**src/hdl/rca_consts.vh**
```
// Constants for the eight-bit core: phases, register bus map, status bits,
// special file addresses, opcode fields and ALU operation codes.
// Assumes it is included by bare name from the ALU and core design files.
`ifndef RCA_CONSTS_VH
`define RCA_CONSTS_VH

// Instruction cycle timing, derived from the reference oscillator
`define RCA_OSC_REF_MHZ   20
`define RCA_ICYC_REF_NS   200
`define RCA_PHASES        (`RCA_ICYC_REF_NS * `RCA_OSC_REF_MHZ / 1000)
`define RCA_PH_ONE        2'h0
`define RCA_PH_TWO        2'h1
`define RCA_PH_THREE      2'h2
`define RCA_PH_FOUR       2'h3

// Register bus map and control fields
`define RCA_REG_CTRL      8'h00
`define RCA_REG_STATE     8'h04
`define RCA_REG_PC        8'h08
`define RCA_REG_IR        8'h0c
`define RCA_CTRL_RUN      0
`define RCA_CTRL_INSTR_RATE_CLOCK_OUT   1
`define RCA_CTRL_MODE_LO  2
`define RCA_CTRL_MODE_HI  3
`define RCA_CTRL_MASTER_CLEAR_N     4
`define RCA_CTRL_RESET    5'h13
`define RCA_MODE_EXT_RC   2'h2
`define RCA_MODE_INT_RC   2'h3

// Status bit positions and special file addresses
`define RCA_ST_C          0
`define RCA_ST_DC         1
`define RCA_ST_Z          2
`define RCA_ST_PA0        5
`define RCA_SFR_INDF      5'h00
`define RCA_SFR_PCL       5'h02
`define RCA_SFR_STATUS    5'h03
`define RCA_SFR_FSR       5'h04
`define RCA_NOP           12'h000

// Opcode top nibble
`define RCA_TOP_BCF       4'h4
`define RCA_TOP_BSF       4'h5
`define RCA_TOP_BTFSC     4'h6
`define RCA_TOP_BTFSS     4'h7
`define RCA_TOP_RETLW     4'h8
`define RCA_TOP_CALL      4'h9
`define RCA_TOP_GOTO0     4'ha
`define RCA_TOP_GOTO1     4'hb
`define RCA_TOP_MOVLW     4'hc
`define RCA_TOP_IORLW     4'hd
`define RCA_TOP_ANDLW     4'he
`define RCA_TOP_XORLW     4'hf

// Byte-oriented sub-op (bits 9:6 when bits 11:10 are zero)
`define RCA_BOP_MISC      4'h0
`define RCA_BOP_CLR       4'h1
`define RCA_BOP_SUB       4'h2
`define RCA_BOP_DEC       4'h3
`define RCA_BOP_IOR       4'h4
`define RCA_BOP_AND       4'h5
`define RCA_BOP_XOR       4'h6
`define RCA_BOP_ADD       4'h7
`define RCA_BOP_MOV       4'h8
`define RCA_BOP_COM       4'h9
`define RCA_BOP_INC       4'ha
`define RCA_BOP_DECSZ     4'hb
`define RCA_BOP_RR        4'hc
`define RCA_BOP_RL        4'hd
`define RCA_BOP_SWAP      4'he
`define RCA_BOP_INCSZ     4'hf

// ALU operation codes
`define RCA_ALU_ADD       4'h0
`define RCA_ALU_SUB       4'h1
`define RCA_ALU_AND       4'h2
`define RCA_ALU_IOR       4'h3
`define RCA_ALU_XOR       4'h4
`define RCA_ALU_COM       4'h5
`define RCA_ALU_INC       4'h6
`define RCA_ALU_DEC       4'h7
`define RCA_ALU_RR        4'h8
`define RCA_ALU_RL        4'h9
`define RCA_ALU_SWAP      4'ha
`define RCA_ALU_PASS      4'hb
`define RCA_ALU_CLR       4'hc
`define RCA_ALU_BCLR      4'hd
`define RCA_ALU_BSET      4'he

`endif

```
**src/hdl/rca_regfile.v**
```verilog
// Data register file: one write port, one read port with registered data.
// Assumes write and read addresses come from the core on the same clock.
`timescale 1ns/1ps
module rca_regfile #(
   parameter AW = 5,
   parameter DW = 8
) (
   input  wire          clk,
   input  wire          we,
   input  wire [AW-1:0] waddr,
   input  wire [DW-1:0] wdata,
   input  wire          re,
   input  wire [AW-1:0] raddr,
   output reg  [DW-1:0] rdata
);
   reg [DW-1:0] mem [0:(1<<AW)-1];

   ////////////////////////////////////////////////////////////////////////
   // Storage has no reset; software must initialise general registers
   always @(posedge clk) begin
      if (we) begin
         mem[waddr] <= wdata;
      end
      if (re) begin
         rdata <= mem[raddr];
      end
   end
endmodule

```
**src/hdl/rca_alu.v**
```verilog
// Eight-bit arithmetic unit: combinational result, carry and digit carry.
// Assumes the core picks flags to keep; zero is derived from the result.
`timescale 1ns/1ps
`include "rca_consts.vh"
module rca_alu (
   input  wire [3:0] op,
   input  wire [7:0] a,
   input  wire [7:0] w,
   input  wire       cin,
   input  wire [2:0] bsel,
   output reg  [7:0] y,
   output reg        cout,
   output reg        dcout
);
   wire [8:0] sum  = {1'b0, a} + {1'b0, w};
   wire [4:0] nsum = {1'b0, a[3:0]} + {1'b0, w[3:0]};
   wire [7:0] mask = 8'h01 << bsel;

   ////////////////////////////////////////////////////////////////////////
   // Operation select; unused carry follows the input and digit carry is zero, so nothing latches
   always @* begin
      y     = a;
      cout  = cin;
      dcout = 1'b0;
      case (op)
         `RCA_ALU_ADD: begin
            y     = sum[7:0];
            cout  = sum[8];
            dcout = nsum[4];
         end
         `RCA_ALU_SUB: begin
            y     = a - w;
            cout  = (a >= w);
            dcout = (a[3:0] >= w[3:0]);
         end
         `RCA_ALU_AND:  y = a & w;
         `RCA_ALU_IOR:  y = a | w;
         `RCA_ALU_XOR:  y = a ^ w;
         `RCA_ALU_COM:  y = ~a;
         `RCA_ALU_INC:  y = a + 8'h01;
         `RCA_ALU_DEC:  y = a - 8'h01;
         `RCA_ALU_RR: begin
            y    = {cin, a[7:1]};
            cout = a[0];
         end
         `RCA_ALU_RL: begin
            y    = {a[6:0], cin};
            cout = a[7];
         end
         `RCA_ALU_SWAP: y = {a[3:0], a[7:4]};
         `RCA_ALU_PASS: y = a;
         `RCA_ALU_CLR:  y = 8'h00;
         `RCA_ALU_BCLR: y = a & ~mask;
         `RCA_ALU_BSET: y = a | mask;
         default:       y = a;
      endcase
   end
endmodule

```
**src/hdl/rca_core.v**
```verilog
// Eight-bit core: four-phase sequencer, two-stage fetch/execute pipeline,
// accumulator, status flags, file map special registers, two-level stack.
// Assumes program memory answers an address within three clocks and that
// the register bus master runs on clk.
`timescale 1ns/1ps
`include "rca_consts.vh"
module rca_core #(
   parameter PC_W = 10,
   parameter FA_W = 5
) (
   input  wire            clk,
   input  wire            arst_n,
   input  wire            master_clear_n,
   output wire [PC_W-1:0] prog_addr,
   input  wire [11:0]     prog_data,
   input  wire [7:0]      reg_addr,
   input  wire [31:0]     reg_wdata,
   input  wire            reg_wr,
   input  wire            reg_rd,
   output reg  [31:0]     reg_rdata,
   output reg             instr_rate_clock_out,
   output reg             oscillator_output_oe_n,
   input  wire            oscillator_output_in
);
   reg  [1:0]      ph_r;
   reg  [PC_W-1:0] pc_r;
   reg  [PC_W-1:0] pa_r;
   reg  [11:0]     fetch_r;
   reg             flush_r;
   reg  [11:0]     ir_r;
   reg  [7:0]      w_r;
   reg             c_r;
   reg             dc_r;
   reg             z_r;
   reg             pa0_r;
   reg  [7:0]      fsr_r;
   reg  [PC_W-1:0] stk0_r;
   reg  [PC_W-1:0] stk1_r;
   reg  [4:0]      ctrl_r;
   reg             master_clear_n_s1_r;
   reg             master_clear_n_s2_r;
   reg             pin_s1_r;
   reg             pin_s2_r;

   // Decode results
   reg  [3:0]      alu_op;
   reg             use_lit;
   reg             dest_w;
   reg             dest_f;
   reg             aff_z;
   reg             aff_c;
   reg             aff_dc;
   reg             do_goto;
   reg             do_call;
   reg             do_ret;
   reg             skip_zero;
   reg             skip_bclr;
   reg             skip_bset;
   reg  [7:0]      fval;

   wire [7:0]      alu_y;
   wire            alu_c;
   wire            alu_dc;
   wire [7:0]      rf_rdata;
   wire            run       = ctrl_r[`RCA_CTRL_RUN];
   wire            ph4       = run && (ph_r == `RCA_PH_FOUR);
   wire            core_rst  = ctrl_r[`RCA_CTRL_MASTER_CLEAR_N] && !master_clear_n_s2_r;
   wire [FA_W-1:0] eff_addr  = (ir_r[4:0] == `RCA_SFR_INDF) ? fsr_r[FA_W-1:0] : ir_r[FA_W-1:0];
   wire [7:0]      status    = {2'h0, pa0_r, 2'h3, z_r, dc_r, c_r};
   wire [7:0]      opnd      = use_lit ? (ir_r[11] ? ir_r[7:0] : 8'h00) : fval;
   wire            yzero     = (alu_y == 8'h00);
   wire            opnd_bit  = opnd[ir_r[7:5]];
   wire            skip      = (skip_zero && yzero) || (skip_bclr && !opnd_bit) ||
                               (skip_bset && opnd_bit);
   wire            wr_pcl    = dest_f && (eff_addr == `RCA_SFR_PCL);
   wire            wr_stat   = dest_f && (eff_addr == `RCA_SFR_STATUS);
   wire            wr_fsr    = dest_f && (eff_addr == `RCA_SFR_FSR);
   wire            rf_we     = ph4 && dest_f && !wr_pcl && !wr_stat && !wr_fsr &&
                               (ir_r[4:0] != `RCA_SFR_INDF || fsr_r[4:0] != `RCA_SFR_INDF);
   wire            rc_mode   = (ctrl_r[`RCA_CTRL_MODE_HI:`RCA_CTRL_MODE_LO] == `RCA_MODE_EXT_RC) ||
                               (ctrl_r[`RCA_CTRL_MODE_HI:`RCA_CTRL_MODE_LO] == `RCA_MODE_INT_RC);

   assign prog_addr = pa_r;

   ////////////////////////////////////////////////////////////////////////
   // Pin synchronisers; first stage feeds only the second
   always @(posedge clk or negedge arst_n) begin
      if (!arst_n) begin
         master_clear_n_s1_r <= 1'b1;
         master_clear_n_s2_r <= 1'b1;
         pin_s1_r  <= 1'b0;
         pin_s2_r  <= 1'b0;
      end else begin
         master_clear_n_s1_r <= master_clear_n;
         master_clear_n_s2_r <= master_clear_n_s1_r;
         pin_s1_r  <= oscillator_output_in;
         pin_s2_r  <= pin_s1_r;
      end
   end

   ////////////////////////////////////////////////////////////////////////
   // Instruction decode; literal forms feed the ALU through use_lit
   always @* begin
      alu_op    = `RCA_ALU_PASS;
      use_lit   = 1'b0;
      dest_w    = 1'b0;
      dest_f    = 1'b0;
      aff_z     = 1'b0;
      aff_c     = 1'b0;
      aff_dc    = 1'b0;
      do_goto   = 1'b0;
      do_call   = 1'b0;
      do_ret    = 1'b0;
      skip_zero = 1'b0;
      skip_bclr = 1'b0;
      skip_bset = 1'b0;
      if (ir_r[11:10] == 2'h0) begin
         dest_w = !ir_r[5];
         dest_f = ir_r[5];
         aff_z  = 1'b1;
         case (ir_r[9:6])
            `RCA_BOP_MISC: begin
               dest_w = 1'b0;                   // Only the store form writes
               aff_z  = 1'b0;
               alu_op = `RCA_ALU_PASS;
               use_lit = 1'b1;
            end
            `RCA_BOP_CLR:   alu_op = `RCA_ALU_CLR;
            `RCA_BOP_SUB: begin
               alu_op = `RCA_ALU_SUB;
               aff_c  = 1'b1;
               aff_dc = 1'b1;
            end
            `RCA_BOP_DEC:   alu_op = `RCA_ALU_DEC;
            `RCA_BOP_IOR:   alu_op = `RCA_ALU_IOR;
            `RCA_BOP_AND:   alu_op = `RCA_ALU_AND;
            `RCA_BOP_XOR:   alu_op = `RCA_ALU_XOR;
            `RCA_BOP_ADD: begin
               alu_op = `RCA_ALU_ADD;
               aff_c  = 1'b1;
               aff_dc = 1'b1;
            end
            `RCA_BOP_MOV:   alu_op = `RCA_ALU_PASS;
            `RCA_BOP_COM:   alu_op = `RCA_ALU_COM;
            `RCA_BOP_INC:   alu_op = `RCA_ALU_INC;
            `RCA_BOP_DECSZ: begin
               alu_op    = `RCA_ALU_DEC;
               aff_z     = 1'b0;
               skip_zero = 1'b1;
            end
            `RCA_BOP_RR: begin
               alu_op = `RCA_ALU_RR;
               aff_z  = 1'b0;
               aff_c  = 1'b1;
            end
            `RCA_BOP_RL: begin
               alu_op = `RCA_ALU_RL;
               aff_z  = 1'b0;
               aff_c  = 1'b1;
            end
            `RCA_BOP_SWAP: begin
               alu_op = `RCA_ALU_SWAP;
               aff_z  = 1'b0;
            end
            `RCA_BOP_INCSZ: begin
               alu_op    = `RCA_ALU_INC;
               aff_z     = 1'b0;
               skip_zero = 1'b1;
            end
            default: alu_op = `RCA_ALU_PASS;
         endcase
         // The store form ORs the accumulator onto a zero operand
         if (ir_r[9:6] == `RCA_BOP_MISC && ir_r[5]) begin
            alu_op = `RCA_ALU_IOR;
         end
         // Clear of the accumulator has the d bit low
         if (ir_r[9:6] == `RCA_BOP_CLR) begin
            aff_z = 1'b1;
         end
      end else begin
         use_lit = ir_r[11];
         case (ir_r[11:8])
            `RCA_TOP_BCF: begin
               alu_op = `RCA_ALU_BCLR;
               dest_f = 1'b1;
            end
            `RCA_TOP_BSF: begin
               alu_op = `RCA_ALU_BSET;
               dest_f = 1'b1;
            end
            `RCA_TOP_BTFSC: skip_bclr = 1'b1;
            `RCA_TOP_BTFSS: skip_bset = 1'b1;
            `RCA_TOP_RETLW: begin
               dest_w = 1'b1;
               do_ret = 1'b1;
            end
            `RCA_TOP_CALL:  do_call = 1'b1;
            `RCA_TOP_GOTO0, `RCA_TOP_GOTO1: do_goto = 1'b1;
            `RCA_TOP_MOVLW: dest_w = 1'b1;
            `RCA_TOP_IORLW: begin
               alu_op = `RCA_ALU_IOR;
               dest_w = 1'b1;
               aff_z  = 1'b1;
            end
            `RCA_TOP_ANDLW: begin
               alu_op = `RCA_ALU_AND;
               dest_w = 1'b1;
               aff_z  = 1'b1;
            end
            `RCA_TOP_XORLW: begin
               alu_op = `RCA_ALU_XOR;
               dest_w = 1'b1;
               aff_z  = 1'b1;
            end
            default: alu_op = `RCA_ALU_PASS;
         endcase
      end
   end

   ////////////////////////////////////////////////////////////////////////
   // File operand: special registers override the memory read
   always @* begin
      case (eff_addr)
         `RCA_SFR_INDF:   fval = 8'h00;         // Indirect through itself reads zero
         `RCA_SFR_PCL:    fval = pa_r[7:0];
         `RCA_SFR_STATUS: fval = status;
         `RCA_SFR_FSR:    fval = fsr_r;
         default:         fval = rf_rdata;
      endcase
   end

   rca_alu u_alu (
      .op    (alu_op),
      .a     (opnd),
      .w     (w_r),
      .cin   (c_r),
      .bsel  (ir_r[7:5]),
      .y     (alu_y),
      .cout  (alu_c),
      .dcout (alu_dc)
   );

   rca_regfile #(.AW(FA_W), .DW(8)) u_rf (
      .clk   (clk),
      .we    (rf_we),
      .waddr (eff_addr),
      .wdata (alu_y),
      .re    (run && ph_r == `RCA_PH_TWO),
      .raddr (eff_addr),
      .rdata (rf_rdata)
   );

   ////////////////////////////////////////////////////////////////////////
   // Sequencer, pipeline and architectural state
   always @(posedge clk or negedge arst_n) begin
      if (!arst_n) begin
         ph_r    <= `RCA_PH_ONE;
         pc_r    <= {PC_W{1'b0}};
         pa_r    <= {PC_W{1'b0}};
         fetch_r <= `RCA_NOP;
         flush_r <= 1'b1;
         ir_r    <= `RCA_NOP;
         w_r     <= 8'h00;
         c_r     <= 1'b0;
         dc_r    <= 1'b0;
         z_r     <= 1'b0;
         pa0_r   <= 1'b0;
         fsr_r   <= 8'h00;
         stk0_r  <= {PC_W{1'b0}};
         stk1_r  <= {PC_W{1'b0}};
      end else if (core_rst) begin
         ph_r    <= `RCA_PH_ONE;
         pc_r    <= {PC_W{1'b0}};
         pa_r    <= {PC_W{1'b0}};
         fetch_r <= `RCA_NOP;
         flush_r <= 1'b1;
         ir_r    <= `RCA_NOP;
         w_r     <= 8'h00;
         c_r     <= 1'b0;
         dc_r    <= 1'b0;
         z_r     <= 1'b0;
         pa0_r   <= 1'b0;
         fsr_r   <= 8'h00;
         stk0_r  <= {PC_W{1'b0}};
         stk1_r  <= {PC_W{1'b0}};
      end else if (run) begin
         ph_r <= ph_r + 2'h1;
         // Phase one: take the prefetched word, fetch the next
         if (ph_r == `RCA_PH_ONE) begin
            ir_r    <= flush_r ? `RCA_NOP : fetch_r;
            flush_r <= 1'b0;
            pa_r    <= pc_r;
            pc_r    <= pc_r + {{(PC_W-1){1'b0}}, 1'b1};
         end
         // Phase four: latch fetched word and retire the instruction
         if (ph_r == `RCA_PH_FOUR) begin
            fetch_r <= prog_data;
            if (dest_w) begin
               w_r <= alu_y;
            end
            if (wr_stat) begin
               pa0_r <= alu_y[`RCA_ST_PA0];
               // Flag bits take the write only if the op leaves them alone
               if (!aff_z)  z_r  <= alu_y[`RCA_ST_Z];
               if (!aff_c)  c_r  <= alu_y[`RCA_ST_C];
               if (!aff_dc) dc_r <= alu_y[`RCA_ST_DC];
            end
            if (wr_fsr) begin
               fsr_r <= alu_y;
            end
            if (aff_z)  z_r  <= yzero;
            if (aff_c)  c_r  <= alu_c;
            if (aff_dc) dc_r <= alu_dc;
            // Flow changes discard the word fetched this cycle
            if (do_goto) begin
               pc_r    <= {pa0_r, ir_r[8:0]};
               flush_r <= 1'b1;
            end else if (do_call) begin
               stk1_r  <= stk0_r;
               stk0_r  <= pa_r;
               pc_r    <= {pa0_r, 1'b0, ir_r[7:0]};
               flush_r <= 1'b1;
            end else if (do_ret) begin
               pc_r    <= stk0_r;
               stk0_r  <= stk1_r;
               flush_r <= 1'b1;
            end else if (wr_pcl) begin
               pc_r    <= {pa0_r, 1'b0, alu_y};
               flush_r <= 1'b1;
            end else if (skip) begin
               flush_r <= 1'b1;
            end
         end
      end
   end

   ////////////////////////////////////////////////////////////////////////
   // Control register; kept across master clear so the pin stays usable
   always @(posedge clk or negedge arst_n) begin
      if (!arst_n) begin
         ctrl_r <= `RCA_CTRL_RESET;
      end else if (reg_wr && reg_addr == `RCA_REG_CTRL) begin
         ctrl_r <= reg_wdata[4:0];
      end
   end

   ////////////////////////////////////////////////////////////////////////
   // Read data stand only in the cycle after the strobe
   always @(posedge clk or negedge arst_n) begin
      if (!arst_n) begin
         reg_rdata <= 32'h0000_0000;
      end else if (reg_rd) begin
         case (reg_addr)
            `RCA_REG_CTRL:  reg_rdata <= {27'h0, ctrl_r};
            `RCA_REG_STATE: reg_rdata <= {7'h0, pin_s2_r, fsr_r, status, w_r};
            `RCA_REG_PC:    reg_rdata <= {{(32-PC_W){1'b0}}, pa_r};
            `RCA_REG_IR:    reg_rdata <= {20'h0, ir_r};
            default:        reg_rdata <= 32'h0000_0000;
         endcase
      end else begin
         reg_rdata <= 32'h0000_0000;
      end
   end

   ////////////////////////////////////////////////////////////////////////
   // Quarter-rate clock out: high in phases two and three, pin drive in RC modes only
   always @(posedge clk or negedge arst_n) begin
      if (!arst_n) begin
         instr_rate_clock_out   <= 1'b0;
         oscillator_output_oe_n <= 1'b1;
      end else begin
         instr_rate_clock_out   <= (ph_r == `RCA_PH_ONE) || (ph_r == `RCA_PH_TWO);
         oscillator_output_oe_n <= !(rc_mode && ctrl_r[`RCA_CTRL_INSTR_RATE_CLOCK_OUT]);
      end
   end
endmodule

```
**config.mk**
```make
export PLATFORM = sky130hd
export DESIGN_NAME = rca_core
export DESIGN_NICKNAME = d
export VERILOG_FILES = /design/src/hdl/rca_regfile.v /design/src/hdl/rca_alu.v /design/src/hdl/rca_core.v
export VERILOG_INCLUDE_DIRS = /design/src /design/src/hdl
export SDC_FILE = /design/constraint.sdc
export NUM_CORES = 1
export LEC_CHECK = 0
export BUFFER_PORTS_ARGS = -buffer_cell sky130_fd_sc_hd__buf_2
export CAP_MARGIN = 10
export CORE_ASPECT_RATIO = 1.25
export CORE_UTILIZATION = 56
export DETAILED_ROUTE_END_ITERATION = 16
export PLACE_DENSITY_LB_ADDON = 0.3
export SKIP_LAST_GASP = 1
export SYNTH_ARGS = -nofsm -noshare
export SYNTH_HDL_FRONTEND = slang
export SYNTH_SLANG_ARGS = --single-unit
```
**constraint.sdc**
```tcl
create_clock -name clk -period 5.2 [get_ports clk]
set_clock_uncertainty 0.05 [all_clocks]
set_input_delay 0.78 -clock clk [delete_from_list [all_inputs] [get_ports clk]]
set_output_delay 0.78 -clock clk [all_outputs]
set_load 0.1 [all_outputs]
```
==> impl_metrics.ini <==
[worst_setup_path]
path_type_of_the_worst_setup_path = reg -> reg
critical_path.cell_chain = buf_4 > a22o_2 > and3_1 > o311a_1 > a21oi_2 > ha_1 > inv_1 > fa_1 > a21o_1 > a21oi_1 > o21ai_0 > a21oi_1 > xnor2_1 > a32oi_1 > o2111ai_1 > a21oi_1 > a21oi_4 > buf_4
path_common_cell = sky130_fd_sc_hd__a21oi_1
critical_path.max_stage_delay_ns = 0.49
crit_path_top_delay_cell = sky130_fd_sc_hd__dfrtp_2
cp-start-kind = register
end_kind = register
worstPathRequired_ns = 5.47
arrival_ns = 5.23
critical_path_peak_fanout = 32

[sta]
totalNegativeSetupSlack_ns = 0
max_freq_ghz = 0.202
finalCritPeriodShare_pct = 95.4
tightest_slew_ns = 1.14
setup_repair_after_global_routing_missed_its_margin = no
finalSetupViolations = 0
layout_min_cycle_time_ns = 4.96
drv_slew = 0
timing.final.hold_violations = 0
maxSlewHeadroom_pct = 23.2

[cts]
clk_path_buf_depth = 3
clk_latency_ns = 0.55
cts_tree = yes
cts.root.buffer_cell = sky130_fd_sc_hd__clkbuf_16
cts_max_level = 2
clock_buffers_created_by_tritoncts = 39
clkTransAtPathRegs_ns = 0.06
number_of_hold_buffers_added_after_cts = 0
cts_num_sinks = 385

[place]
number_of_placed_instances_with_taps_included = 2326
io_buffer_count = 65
detailedPlacementHpwl_mm = 36.5
globalplace.congestion = 1.01

[logic_synthesis]
ys_warn_count = 0
largest_area_contributor_in_the_netlist = sky130_fd_sc_hd__edfxtp_1
netlist.area_leader.share_pct = 41.1
post_synthesis_instance_area_um2 = 19300
synth.ff_latch_count = 385
synth-edff-count = 264
syn-instance-count = 1856
synth.distinct_cells = 93
async_reset_ff_share_pct = 31.4
synthFlopType = sky130_fd_sc_hd__edfxtp_1
post_synthesis_mean_instance_area_um2 = 10.4
ys_seq_area_share_pct = 56.9
synth_top_cells_by_area = sky130_fd_sc_hd__edfxtp_1 41%, sky130_fd_sc_hd__dfrtp_1 15%, sky130_fd_sc_hd__nand2_1 8.0%

[die]
start_util_pct = 57.2
floorplan.rows = 75
floorplan.io_pins = 102
die_w_um = 168
die_h_um = 209
die_area_um2 = 35200
design.core.area_um2 = 33700

[detailed_routing]
totalWireLength_mm = 54.9
postRouteAntennaNets = 0
routed_vias_inst = 6.42
post_drt_wl_per_cell_um = 22.9
drc_markers = 0
firstDrtPassIters = 6
drt_iter0_markers = 1445
vias = 15400

[min_path]
timing.hold.worst.class = in -> reg

[grt]
first_global_vias = 15100
grt_remaining_overflow = 0
use_met1_pct = 37.4
most_utilized_layer_in_the_global_route_result = met2
globalRouteMet2Util_pct = 54.7
groute.usage.overall_pct = 31.8
antenna_found_initial = 1
grt_pass1_wl_mm = 85.2
grt_max_degree = 85
grt.met3_usage_pct = 4.53

[cells_and_area]
nFillCells = 2592
fin_util_pct = 64.9
drive_gt1_share_pct = 14.3
insertedDiodeCount = 0
mostFrequentLayoutCells = 410 x sky130_fd_sc_hd__nand2_1, 264 x sky130_fd_sc_hd__edfxtp_1, 110 x sky130_fd_sc_hd__dfrtp_1, 102 x sky130_fd_sc_hd__nor2_1, 92 x sky130_fd_sc_hd__a21oi_1
nNetsFinal = 2031
fin_cells = 2396
mostFrequentLayoutCell = sky130_fd_sc_hd__nand2_1
flow.area_growth_from_synthesis_pct = 13.5

[power]
p_switching_mw = 5.86
p_seq_share_pct = 33.9
p_int_mw = 8.42
static-leakage-power_nw = 8.56
report.power.total_mw = 14.3
power-per-cell-area_nw_per_um2 = 653
switching_share_pct = 41.1
peak_supply_drop_mv = 0.360
comb_power_share_pct = 44.3
share_of_total_power_in_the_clock_network_pct = 21.9

[status]
result_of_the_run = finished clean

[flow_run]
maxCapViolations = 0
synth_stat cells (all sizes together), types with 10 or more instances:
cell type and instances:
o22ai 10, clkbuf 97, inv 39, o31ai 11, a21o 10, ha 26
nor3 37, nand3 71, o211ai 12, buf 44, edfxtp 264, dfrtp 114
a22o 14, mux2i 31, o21ai 60, a211oi 29, and3 56, nand2 410
mux2 13, nand2b 12, xnor2 11, nor2 104, and2 24, a31oi 27
a22oi 13, a311oi 49, a21oi 99
worst max-delay path: cells and delay by family, from the launching register on:
kind                     cells  cell delay [ns]
AO/OA/AOI/OAI               11             2.49
AND/OR/NAND/NOR              1             0.22
flip-flops                   1             0.49
XOR/XNOR                     1             0.14
adder cells (fa/ha/maj)      2             0.65
buffers and inverters        3             0.67
layout make-up:
type	instances	area, um^2	area share [%]
repair buffers	148	967	4.42
flip-flops and latches	385	11000	50.1
clock buffers	46	1030	4.72
multi-input cells	1330	7830	35.8
clock inverters	24	397	1.81
well taps	423	529	2.42
inverters	40	150	0.686
sequential cells by signal, indices dropped and copies added (netlist names), 2 cells and up:
name        count
ctrl_r          5
fetch_r        12
fsr_r           8
ir_r           12
pc_r           10
ph_r            2
prog_addr      10
reg_rdata      23
stk0_r         10
stk1_r         10
u_rf.mem      256
u_rf.rdata      8
w_r             8
stage by stage:
stage / hold slack [ns] / setup WS [ns] / area, um^2
3_3_place_gp: 0.287 / 0.154 / 20400
4_1_cts: 0.267 / 0.0951 / 21800
6_report: 0.279 / 0.239 / 21900
3_5_place_dp: 0.298 / 0.151 / 20400
5_1_grt: 0.269 / 0.0246 / 21900
2_1_floorplan: 0.281 / 0.169 / 19400
worst paths after layout:
check                                         startpoint                       endpoint  slack [ns]  cells past startpoint
max                                  ir_r[1]$_DFFE_PN0P_      u_rf.mem[24][6]$_DFFE_PP_        0.24                     18
min                                       master_clear_n  master_clear_n_s1_r$_DFF_PN1_        0.28                      1
max reg2reg                          ir_r[1]$_DFFE_PN0P_      u_rf.mem[24][6]$_DFFE_PP_        0.24                     18
min reg2reg                master_clear_n_s1_r$_DFF_PN1_  master_clear_n_s2_r$_DFF_PN1_        0.31                      0
max in group asynchronous                         arst_n            ir_r[3]$_DFFE_PN0P_        3.59                      2
min in group asynchronous                         arst_n          stk0_r[4]$_DFFE_PN0P_        0.38                      1
per-layer routing:
layer / share of wire (%) / wire length (um)
met2: 50 / 27300
met5: 0.024 / 13
met1: 36 / 19800
met3: 7.4 / 4060
met4: 6.8 / 3760
power groups by stage:
stage | logic [mW] | registers [mW] | clock network [mW]
5_1_grt | 6.76 | 4.86 | 3.25
4_1_cts | 6.17 | 4.82 | 3.15
3_3_place_gp | 6.04 | 4.86 | 0
2_1_floorplan | 3.67 | 4.86 | 0
3_5_place_dp | 6.13 | 4.88 | 0
6_report | 6.32 | 4.84 | 3.12
kinds of logic (layout without fill, tap and decap cells):
kind of cell / Yosys count / after routing / share of synthesized area, %
other: 1 / 41 / 0.0195
AOI/OAI and AO/OA: 419 / 419 / 15.4
buffers and inverters: 181 / 258 / 3.89
and+or+nand+nor: 774 / 774 / 18.0
adders and majority gates: 30 / 30 / 2.05
muxes: 49 / 49 / 2.95
DFF: 385 / 385 / 56.9
xor gates and xnor gates: 17 / 17 / 0.773
repair_timing:
item,CTS,global route
setup buffers,0,0
resized for setup,0,11
hold endpoints to repair,0,0
endpoints found under the setup margin,0,71
Note: power is estimated with default switching activity, not from simulation.
